<file path="src/chg_mode_pkg.sv">
// Function
// - Enable plus unregulated select starts fast charge and sets active flag
// - Fast charge uses same thresholds; pulse current follows unregulated select
// - After end-of-charge, resume when voltage below resume threshold
// - First threshold trip with pulse clear enters voltage mode, sets flag
// - Voltage mode regulates to anode-selected target; charger stays enabled
// - Voltage mode current at or below termination ends charge
// - End-of-charge wins over no-battery when both occur
// - Below resume threshold after end: clear end, resume voltage mode
// - Voltage-phase flag stays set while end-of-charge is set
// - Debounce resume one measurement cycle, then need pulses in next
// - Voltage mode current above constant current clears phase flag
// - End-of-charge entered only with auto termination bit set
// - Threshold trip with pulse select enters pulse mode, minimum off-time
// - Pulse stays on until above threshold, then minimum off-time
// - Overvoltage lockout disables charging immediately
// - On-pulses regulated when select zero, fully on when one
// - Off-interval longer than maximum off-time terminates, sets end
// - On-pulse longer than maximum off-time returns to current mode
// - Pulse mode: below resume threshold after end resumes pulse charging
// - No sense current sets absent and phase flags; current clears both
// - Presence-detect disable suppresses battery presence indication
// - Battery-less regulation with adapter and enable, unless disabled
// - Lithium threshold chosen by anode bit; nickel uses higher target
package chg_mode_pkg;
    localparam logic [31:0] ADDR_CTRL   = 32'h0000_0000;
    localparam logic [31:0] ADDR_TIMING = 32'h0000_0004;
    localparam logic [31:0] ADDR_STATUS = 32'h0000_0008;
    localparam int CTRL_ENABLE   = 0;
    localparam int CTRL_UNREG    = 1;
    localparam int CTRL_PULSE    = 2;
    localparam int CTRL_ANODE    = 3;
    localparam int CTRL_CHEM     = 4;
    localparam int CTRL_AUTOTERM = 5;
    localparam int CTRL_PDDIS    = 6;
    localparam int CTRL_BLDIS    = 7;
    localparam logic [7:0]  CTRL_RESET   = 8'h00;
    localparam logic [5:0]  TIMING_RESET = 6'h00;
    localparam logic [1:0]  MAXOFF_NONE  = 2'h3;
    // Pulse time unit in clocks; units of 1 ms at 125 MHz
    localparam int    PULSE_UNIT_US = 1000;
    localparam int    CLK_MHZ       = 125;
    localparam int    UNIT_CYCLES   = PULSE_UNIT_US * CLK_MHZ;
    localparam logic [1:0] RESP_OKAY   = 2'h0;
    localparam logic [1:0] RESP_SLVERR = 2'h2;

    typedef enum {
        ST_IDLE, ST_CURRENT, ST_VOLTAGE, ST_PULSE_ON, ST_PULSE_OFF, ST_EOC
    } mode_e;

    typedef struct packed {
        logic over_term;   // Above termination threshold
        logic below_resume;
        logic over_ovlo;
        logic i_le_term;
        logic i_gt_cc;
        logic i_sensed;
        logic meas_strobe;
        logic adapter;
    } sense_s;

    typedef struct packed {
        logic regulate_cc;   // Current regulated to constant current
        logic full_on;
        logic regulate_v;
        logic [1:0] v_target;  // 0: 4.1 V, 1: 4.2 V, 2: nickel
    } drive_s;
endpackage : chg_mode_pkg

</file>
<file path="src/chg_mode_ctrl.sv">
// Implementation choices: the register offsets and the AXI4-Lite interface to the registers.
`timescale 1ns/1ps
module chg_mode_ctrl
    import chg_mode_pkg::*;
#(
    parameter int UNIT_CLKS = UNIT_CYCLES
) (
    input  wire logic        clk,
    input  wire logic        rst_n,
    input  wire logic [31:0] s_axi_awaddr,
    input  wire logic        s_axi_awvalid,
    output logic             s_axi_awready,
    input  wire logic [31:0] s_axi_wdata,
    input  wire logic [3:0]  s_axi_wstrb,
    input  wire logic        s_axi_wvalid,
    output logic             s_axi_wready,
    output logic [1:0]       s_axi_bresp,
    output logic             s_axi_bvalid,
    input  wire logic        s_axi_bready,
    input  wire logic [31:0] s_axi_araddr,
    input  wire logic        s_axi_arvalid,
    output logic             s_axi_arready,
    output logic [31:0]      s_axi_rdata,
    output logic [1:0]       s_axi_rresp,
    output logic             s_axi_rvalid,
    input  wire logic        s_axi_rready,
    input  wire sense_s      sense,
    output drive_s           drive,
    output logic             charger_on
);
    logic       rst_meta;
    logic       rst_sync;
    sense_s     s_meta;
    sense_s     s;
    logic [7:0] ctrl;
    logic [5:0] timing;
    mode_e      mode;
    mode_e      next_mode;
    logic       charger_active_flag;
    logic       voltage_phase_flag;
    logic       battery_absent_flag;
    logic       eoc_flag;
    logic       next_eoc;
    logic       next_vpf;
    logic [19:0] unit_cnt;
    logic [7:0]  tick_cnt;
    logic        unit_tick;
    logic [1:0]  resume_stage;
    logic        resume_seen;
    logic        resume_clear;
    logic        aw_held;
    logic        w_held;
    logic [31:0] aw_addr;
    logic [31:0] w_data;
    logic [3:0]  w_strb;

    wire charger_enable_bit  = ctrl[CTRL_ENABLE];
    wire unreg_sel           = ctrl[CTRL_UNREG];
    wire pulse_sel           = ctrl[CTRL_PULSE];
    wire anode_type_select   = ctrl[CTRL_ANODE];
    wire chemistry_select    = ctrl[CTRL_CHEM];
    wire auto_termination_bit = ctrl[CTRL_AUTOTERM];
    wire presence_detect_disable = ctrl[CTRL_PDDIS];
    wire batteryless_disable = ctrl[CTRL_BLDIS];
    wire [1:0] min_on_time_field  = timing[1:0];
    wire [1:0] min_off_time_field = timing[3:2];
    wire [1:0] max_off_time_field = timing[5:4];

    // Pulse field code to time units: 1, 2, 4, 8
    function automatic logic [7:0] units(input logic [1:0] code);
        units = 8'h01 << code;
    endfunction : units

    always_ff @(posedge clk or negedge rst_n) begin
        if (!rst_n) begin
            rst_meta <= 1'b0;
            rst_sync <= 1'b0;
        end else begin
            rst_meta <= 1'b1;
            rst_sync <= rst_meta;
        end
    end

    always_ff @(posedge clk or negedge rst_sync) begin
        if (!rst_sync) begin
            s_meta <= '0;
            s      <= '0;
        end else begin
            s_meta <= sense;
            s      <= s_meta;
        end
    end

    // Register write path
    always_ff @(posedge clk or negedge rst_sync) begin
        if (!rst_sync) begin
            aw_held      <= 1'b0;
            w_held       <= 1'b0;
            aw_addr      <= '0;
            w_data       <= '0;
            w_strb       <= '0;
            s_axi_bvalid <= 1'b0;
            s_axi_bresp  <= RESP_OKAY;
            ctrl         <= CTRL_RESET;
            timing       <= TIMING_RESET;
        end else begin
            if (s_axi_awvalid && s_axi_awready) begin
                aw_held <= 1'b1;
                aw_addr <= s_axi_awaddr;
            end
            if (s_axi_wvalid && s_axi_wready) begin
                w_held <= 1'b1;
                w_data <= s_axi_wdata;
                w_strb <= s_axi_wstrb;
            end
            if (aw_held && w_held && !s_axi_bvalid) begin
                aw_held      <= 1'b0;
                w_held       <= 1'b0;
                s_axi_bvalid <= 1'b1;
                s_axi_bresp  <= RESP_OKAY;
                if (aw_addr == ADDR_CTRL && w_strb[0])
                    ctrl <= w_data[7:0];
                else if (aw_addr == ADDR_TIMING && w_strb[0])
                    timing <= w_data[5:0];
                else if (aw_addr != ADDR_CTRL && aw_addr != ADDR_TIMING)
                    s_axi_bresp <= RESP_SLVERR;
            end else if (s_axi_bvalid && s_axi_bready) begin
                s_axi_bvalid <= 1'b0;
            end
        end
    end

    wire wr_done = aw_held && w_held && !s_axi_bvalid;
    wire bv_next = wr_done || (s_axi_bvalid && !s_axi_bready);
    wire rv_next = (s_axi_arvalid && s_axi_arready)
                   || (s_axi_rvalid && !s_axi_rready);

    // Ready from next-cycle state, so each output leaves a flop
    always_ff @(posedge clk or negedge rst_sync) begin
        if (!rst_sync) begin
            s_axi_awready <= 1'b0;
            s_axi_wready  <= 1'b0;
            s_axi_arready <= 1'b0;
        end else begin
            s_axi_awready <= !bv_next && !aw_held
                             && !(s_axi_awvalid && s_axi_awready);
            s_axi_wready  <= !bv_next && !w_held
                             && !(s_axi_wvalid && s_axi_wready);
            s_axi_arready <= !rv_next;
        end
    end

    // Register read path
    always_ff @(posedge clk or negedge rst_sync) begin
        if (!rst_sync) begin
            s_axi_rvalid <= 1'b0;
            s_axi_rdata  <= '0;
            s_axi_rresp  <= RESP_OKAY;
        end else if (s_axi_arvalid && s_axi_arready) begin
            s_axi_rvalid <= 1'b1;
            s_axi_rresp  <= RESP_OKAY;
            case (s_axi_araddr)
                ADDR_CTRL:   s_axi_rdata <= {24'h00_0000, ctrl};
                ADDR_TIMING: s_axi_rdata <= {26'h000_0000, timing};
                ADDR_STATUS: s_axi_rdata <= {28'h000_0000, eoc_flag,
                    battery_absent_flag, voltage_phase_flag,
                    charger_active_flag};
                default: begin
                    s_axi_rdata <= '0;
                    s_axi_rresp <= RESP_SLVERR;
                end
            endcase
        end else if (s_axi_rvalid && s_axi_rready) begin
            s_axi_rvalid <= 1'b0;
        end
    end

    // Pulse time base and pulse-length counter
    always_ff @(posedge clk or negedge rst_sync) begin
        if (!rst_sync) begin
            unit_cnt  <= '0;
            unit_tick <= 1'b0;
        end else begin
            unit_tick <= (unit_cnt == 20'(UNIT_CLKS - 1));
            unit_cnt  <= (unit_cnt == 20'(UNIT_CLKS - 1)) ? '0
                       : unit_cnt + 20'h0_0001;
        end
    end

    always_ff @(posedge clk or negedge rst_sync) begin
        if (!rst_sync)
            tick_cnt <= '0;
        else if (mode != next_mode)
            tick_cnt <= '0;
        else if (unit_tick && tick_cnt != 8'hFF)
            tick_cnt <= tick_cnt + 8'h01;
    end

    always_ff @(posedge clk or negedge rst_sync) begin
        if (!rst_sync) begin
            resume_stage <= '0;
            resume_seen  <= 1'b0;
            resume_clear <= 1'b0;
        end else if (mode != ST_EOC) begin
            resume_stage <= '0;
            resume_seen  <= 1'b0;
            resume_clear <= 1'b0;
        end else begin
            if (s.meas_strobe) begin
                resume_seen <= 1'b0;
                if (resume_stage == 2'h0 && resume_seen)
                    resume_stage <= 2'h1;
                else if (resume_stage == 2'h1)
                    resume_stage <= resume_seen ? 2'h2 : 2'h0;
            end
            // Pulse on the strobe cycle counts for the new window
            if (s.below_resume)
                resume_seen <= 1'b1;
            resume_clear <= (resume_stage == 2'h2);
        end
    end

    wire max_off_on = max_off_time_field != MAXOFF_NONE;
    wire max_off_hit = max_off_on
        && tick_cnt > units(max_off_time_field);

    always_comb begin
        next_mode = mode;
        next_eoc  = eoc_flag;
        next_vpf  = voltage_phase_flag;
        case (mode)
            ST_IDLE: begin
                if (charger_enable_bit)
                    next_mode = ST_CURRENT;
            end
            ST_CURRENT: begin
                if (s.over_term) begin
                    next_vpf  = 1'b1;
                    next_mode = pulse_sel ? ST_PULSE_OFF : ST_VOLTAGE;
                end
            end
            ST_VOLTAGE: begin
                if (s.i_le_term && auto_termination_bit) begin
                    next_mode = ST_EOC;
                    next_eoc  = 1'b1;
                end else if (s.i_gt_cc) begin
                    next_vpf  = 1'b0;
                    next_mode = ST_CURRENT;
                end
            end
            ST_PULSE_ON: begin
                // hold past minimum on-time until above
                if (tick_cnt >= units(min_on_time_field) && s.over_term)
                    next_mode = ST_PULSE_OFF;
                else if (max_off_hit) begin
                    next_vpf  = 1'b0;
                    next_mode = ST_CURRENT;
                end
            end
            ST_PULSE_OFF: begin
                if (max_off_hit && auto_termination_bit) begin
                    next_mode = ST_EOC;
                    next_eoc  = 1'b1;
                end else if (tick_cnt >= units(min_off_time_field)
                             && !s.over_term)
                    next_mode = ST_PULSE_ON;
            end
            ST_EOC: begin
                if (resume_clear) begin
                    next_eoc  = 1'b0;
                    next_mode = pulse_sel ? ST_PULSE_ON : ST_VOLTAGE;
                end
            end
            default: next_mode = ST_IDLE;
        endcase
        if (!charger_enable_bit) begin
            next_mode = ST_IDLE;
            next_eoc  = 1'b0;
            next_vpf  = 1'b0;
        end
        if (next_eoc)
            next_vpf = 1'b1;
    end

    always_ff @(posedge clk or negedge rst_sync) begin
        if (!rst_sync) begin
            mode                <= ST_IDLE;
            eoc_flag            <= 1'b0;
            charger_active_flag <= 1'b0;
        end else begin
            mode                <= next_mode;
            eoc_flag            <= next_eoc;
            charger_active_flag <= next_mode != ST_IDLE;
        end
    end

    always_ff @(posedge clk or negedge rst_sync) begin
        if (!rst_sync) begin
            voltage_phase_flag  <= 1'b0;
            battery_absent_flag <= 1'b0;
        end else begin
            voltage_phase_flag <= next_vpf;
            if (next_mode == ST_IDLE || presence_detect_disable) begin
                battery_absent_flag <= 1'b0;
            end else if (!next_eoc && s.meas_strobe) begin
                // Clear only when current returns, not on every sample
                if (!s.i_sensed) begin
                    battery_absent_flag <= 1'b1;
                    voltage_phase_flag  <= 1'b1;
                end else if (battery_absent_flag) begin
                    battery_absent_flag <= 1'b0;
                    voltage_phase_flag  <= 1'b0;
                end
            end
        end
    end

    wire in_v = mode == ST_VOLTAGE;
    wire in_on = mode == ST_PULSE_ON || mode == ST_CURRENT;
    wire bl_reg = battery_absent_flag && s.adapter && !batteryless_disable;

    always_ff @(posedge clk or negedge rst_sync) begin
        if (!rst_sync) begin
            drive      <= '0;
            charger_on <= 1'b0;
        end else begin
            charger_on <= !s.over_ovlo && (in_v || in_on || bl_reg);
            drive.regulate_cc <= in_on && !unreg_sel && !s.over_ovlo;
            drive.full_on     <= in_on && unreg_sel && !s.over_ovlo;
            drive.regulate_v  <= (in_v || bl_reg) && !s.over_ovlo;
            drive.v_target    <= chemistry_select ? 2'h2
                               : {1'b0, anode_type_select};
        end
    end
endmodule : chg_mode_ctrl

</file>
<file path="config.mk">
export PLATFORM = sky130hd
export DESIGN_NAME = chg_mode_ctrl
export DESIGN_NICKNAME = d
export VERILOG_FILES = /design/src/chg_mode_pkg.sv /design/src/chg_mode_ctrl.sv
export SDC_FILE = /design/constraint.sdc
export NUM_CORES = 1
export LEC_CHECK = 0
export BUFFER_PORTS_ARGS = -buffer_cell sky130_fd_sc_hd__buf_4
export CORE_UTILIZATION = 58
export DETAILED_ROUTE_END_ITERATION = 10
export PLACE_DENSITY = 0.95
export RECOVER_POWER = 100
export SYNTH_ARGS = -nofsm -noshare
export SYNTH_HDL_FRONTEND = slang
export SYNTH_SLANG_ARGS = --single-unit
</file>
<file path="constraint.sdc">
create_clock -name clk -period 14.6 [get_ports clk]
set_input_delay 2.92 -clock clk [delete_from_list [all_inputs] [get_ports clk]]
set_output_delay 2.92 -clock clk [all_outputs]
set_load 0.01 [all_outputs]
</file>
# Yosys cells after proc, flatten, opt, wreduce, memory -nomap -nowiden
# Index checks and enable logic that the tools add are counted.
dict set report op_classes {
  n_bitwise 1
  order_cmp 3
  muxes 58
  n_addsub 2
  shifts 3
  n_reduce_logical 73
  n_eq_ne 19
}
# op count
set op_table {}
lappend op_table {{32-bit two-way mux} 9}
lappend op_table {{32-bit by 3-bit == test with 1-bit output (second input constant)} 6}
lappend op_table {{32-bit case mux with 6 select lines} 1}
lappend op_table {{32-bit logical NOT} 4}
lappend op_table {{32-bit by 2-bit == test with 1-bit output (second input constant)} 3}
lappend op_table {{32-bit nonzero test} 2}
lappend op_table {{32-bit by 1-bit == test with 1-bit output (second input constant)} 1}
lappend op_table {{32-bit by 4-bit == test with 1-bit output (second input constant)} 1}
lappend op_table {{1-bit logical AND} 32}
lappend op_table {{32-bit by 3-bit != test with 1-bit output (second input constant)} 1}
lappend op_table {{32-bit != test} 1}
lappend op_table {{32-bit by 4-bit != test with 1-bit output (second input constant)} 1}
lappend op_table {{1-bit two-way mux} 31}
lappend op_table {{8-bit case mux with 3 select lines} 1}
lappend op_table {{1-bit by 2-bit << shifter with 8-bit output (first input constant)} 3}
lappend op_table {{20-bit by 1-bit adder with 20-bit output (second input constant)} 1}
lappend op_table {{20-bit by 17-bit == test with 1-bit output (second input constant)} 1}
lappend op_table {{2-bit two-way mux} 10}
lappend op_table {{20-bit two-way mux} 1}
lappend op_table {{8-bit >= comparator} 2}
lappend op_table {{8-bit two-way mux} 2}
lappend op_table {{1-bit logical NOT} 14}
lappend op_table {{2-bit nonzero test} 7}
lappend op_table {{8-bit by 1-bit adder with 8-bit output (second input constant)} 1}
lappend op_table {{14 further kinds} 23}
dict set report totals {
  inputBits 115
  elab_cells 208
  output_inout_bits 47
  regBits 191
}

# Longest topological paths before layout
dict set report logic_depth {
  depth_word 12
  depth_mapped 9
  ltp_nobuf 9
}

# Least setup slack after synthesis
# OpenSTA, ideal clock, no wires.
dict set report synth_timing {
  path_kind {input port to flip-flop}
  from {in s_axi_araddr[19]}
  to {reg s_axi_rdata[0]}
  path_stages 5
  n_path_buf 0
  t_arrival_ns 4.141
  t_required_ns 14.517
  path_slack_ns 10.376
  setup_ns 0.083
  cell_sequence {nor4_1 > nand4_1 > nor4_1 > a22oi_1 > o21ai_0}
}
dict set report synth_via {
  elab_chain_cells 2
  word_cells_on_any_way 4
  cone_classes {2 x eq/ne; 1 x mux; 1 x reduce/logical}
}
# element line
set synth_lines {}
lappend synth_lines {{from (decl)} chg_mode_ctrl.sv:20} ;# input wire logic [31:0] s_axi_araddr,
lappend synth_lines {{32-bit by 4-bit == test with 1-bit output, or another cell as far along} chg_mode_ctrl.sv:162} ;# case (s_axi_araddr)
lappend synth_lines {{8-bit case mux with 3 select lines (*)} chg_mode_ctrl.sv:162}
lappend synth_lines {{to (signal assigned)} chg_mode_ctrl.sv:163} ;# ADDR_CTRL: s_axi_rdata <= {24'h00_0000, ctrl};
lappend synth_lines {{to (signal assigned)} chg_mode_ctrl.sv:164} ;# ADDR_TIMING: s_axi_rdata <= {26'h000_0000, timing};
lappend synth_lines {{to (signal assigned)} chg_mode_ctrl.sv:165} ;# ADDR_STATUS: s_axi_rdata <= {28'h000_0000, eoc_flag,
lappend synth_lines {{to (decl)} chg_mode_ctrl.sv:23} ;# output logic [31:0] s_axi_rdata,
# Mark *: on every way between the ends. The rest lies on a longest branch, timed or not.
# A chain may end at the register's enable or synchronous reset.

==> impl_metrics.ini <==
[yosys]
syn_inst = 585
yosys.area.top_type = dfrtp_1
ys_seq_area_share_pct = 58.7
avgSynthCellArea_um2 = 12.0
ys.flop_type = dfrtp_1
synth_area_um2 = 7040
ys_warn_count = 0
synth_top_cell_area_share_pct = 58.7
synth_edf_count = 0
synthArstFlopShare_pct = 100
synth.area.top_cells = dfrtp_1 59%, mux2_2 9.4%, buf_4 2.8%
ys_seq_elements = 165
yosysUniqueCellTypes = 58

[sta]
fmaxAchievable_mhz = 139
finalHoldViolCount = 0
relSlewSlack_pct = -212
finClkSkew_ns = 0.00622
setup_violations = 0
rsz0062_at_grt = no
tns_ns = 0
whs_ns = 0.348
drv_slew = 166
worst_pin_slew_ns = 4.69
timing.final.crit_share_pct = 49.2
fin_crit_ns = 7.18

[floorplanning]
core_area_um2 = 11600
initial_utilization_pct = 60.6
rows = 39
die_h_um = 112
dieArea_um2 = 12600
fp.dieW_um = 112
io_pins = 162

[cts]
ctsHoldBuffers = 0
h-tree-depth = 4
cts_resized = 0
cts_buffers = 17
clkLatencyLatePin_ns = 0.42
cts-root-buf = clkbuf_16
cts_tree = yes
post_cts_buffers = 0
cts.path.max_buffers = 2
clkTransAtPathRegs_ns = 0.06
clkSinkCount = 165

[drt]
drt_pass1_iterations = 11
antenna_left = 0
via_per_inst = 5.91
wl_per_cell_um = 18.3
totalWireLength_mm = 16.3
drtIter0Drc = 454
route.detailed.drc = 15
via_count = 5261

[placed_design]
place.port_buffers = 108
gp_congestion = 0.840
dp.final_hpwl_mm = 10.6

[layout]
syn2layout_area_growth_pct = 21.0
final_cell_mix = 164 x dfrtp_1, 73 x buf_4, 56 x mux2_2, 56 x conb_1, 41 x nand2_1
final_common_cell = dfrtp_1
antenna_cells = 0
nets = 863
drive_gt1_share_pct = 24.8

[run]
maxCapViolations = 2

[hold_path]
hp-class = reg -> reg

[global_route]
grt_max_degree = 93
first_global_vias = 5464
grt_pass1_wl_mm = 26.7
grt_usage_pct = 27.9
grt-ovfl-total = 0
antenna_found_initial = 0

[critical_path]
cpMostUsedCell = clkbuf_1
endpoint_kind = async pin
cp_cell_sequence = clkbuf_1 > clkbuf_1
critPathBufInv = 2
path_class = reg -> async
cp_top_family = buffers and inverters
cp_slowest_cell = clkbuf_1
slowest_delay_ns = 3.27
worstPathMaxFanout = 92
worst_ep_arrival_time_ns = 6.90
cp.required_ns = 14.31
start_kind = flip-flop

[power_and_ir_drop]
vdd_drop_max_mv = 0.114
power.density_nw_per_um2 = 137
p_leak_nw = 3.87

[status]
status = finished with violations
violations = DRC, capacitance limit, slew limit
==> worst register-to-register path, delay by kind of cell (launching register included) <==
kind / cells / cell delay, ns
buf+inv: 2 / 6.06
flops: 1 / 0.39
==> path summary, 6_finish.rpt <==
path | start | endpoint | slack, ns | cells past startpoint
worst max register to register | rst_sync | resume_seen | 7.42 | 2
min in group asynchronous | rst_sync | aw_addr[11] | 2.10 | 1
worst min-delay path | s_meta[3] | s[3] | 0.35 | 0
worst min register to register | s_meta[3] | s[3] | 0.35 | 0
worst max-delay path | rst_sync | resume_seen | 7.42 | 2
max in group clk | s_axi_araddr[19] | s_axi_rdata[0] | 10.07 | 6
==> stage by stage <==
step	setup slack, ns	instance area [µm²]	std cells	power, W	utilization [%]
after floorplan	9.66	7240	639	0.000673	-
after global placement	9.90	8020	858	0.000710	69.1
after detailed placement	9.74	8020	858	0.000728	69.1
after CTS	10.10	8610	890	0.00117	74.2
after global routing	5.95	8520	890	0.00121	73.3
final	7.42	8520	890	0.00117	73.3
==> cell type report <==
cell class / instances / area [µm²]
sequential: 165 / 4130
inverter: 15 / 56.3
clock buffer: 20 / 447
multi-input combinational: 425 / 2830
tap: 143 / 179
clock inverter: 12 / 143
timing repair buffer: 110 / 732
fill: 723 / 3100
==> metal layers <==
metal	routed length [µm]	up-vias	track usage (%)
met1	5870	2559	31.4
met4	648	0	14.8
met5	0	-	0
met3	1460	77	8.59
met2	8350	314	47.9
li1	-	2311	-
==> where the power goes <==
part           switching (W)  internal [W]
sequential         0.0000493      0.000531
clock               0.000185      0.000260
combinational      0.0000628     0.0000802
==> cells in the mapped netlist, drive strengths merged (3+ instances only) <==
cell type	instances
xor2	11
or2	3
nand2	41
nand2b	10
nand3	17
inv	15
o211ai	5
nor2	40
nor3	10
nand4	9
mux2i	4
and4	4
nor4b	8
buf	30
ha	14
a22oi	4
nor3b	3
nor4	26
dfrtp	165
mux2	59
o31ai	5
and3	5
a21oi	14
a31oi	6
xnor2	11
o21ai	20
clkbuf	4
nor2b	11
nand3b	3
==> logic make-up after synthesis <==
group | count (synthesis) | share of synthesized area, %
buffers and inverters | 49 | 4.02
other | 2 | 0.107
AOI/OAI and AO/OA | 71 | 6.79
DFF | 165 | 58.7
and+or+nand+nor | 199 | 15.1
adders and majority gates | 14 | 2.49
muxes | 63 | 10.1
xor gates and xnor gates | 22 | 2.74
==> sequential cells by signal, indices dropped and copies added (netlist names), 2 cells and up <==
register	cells
timing	6
mode	32
drive	5
s	8
ctrl	8
s_axi_rdata	8
aw_addr	32
resume_stage	2
w_data	8
s_meta	8
tick_cnt	8
unit_cnt	20
Power figures use the tool's default switching activity.
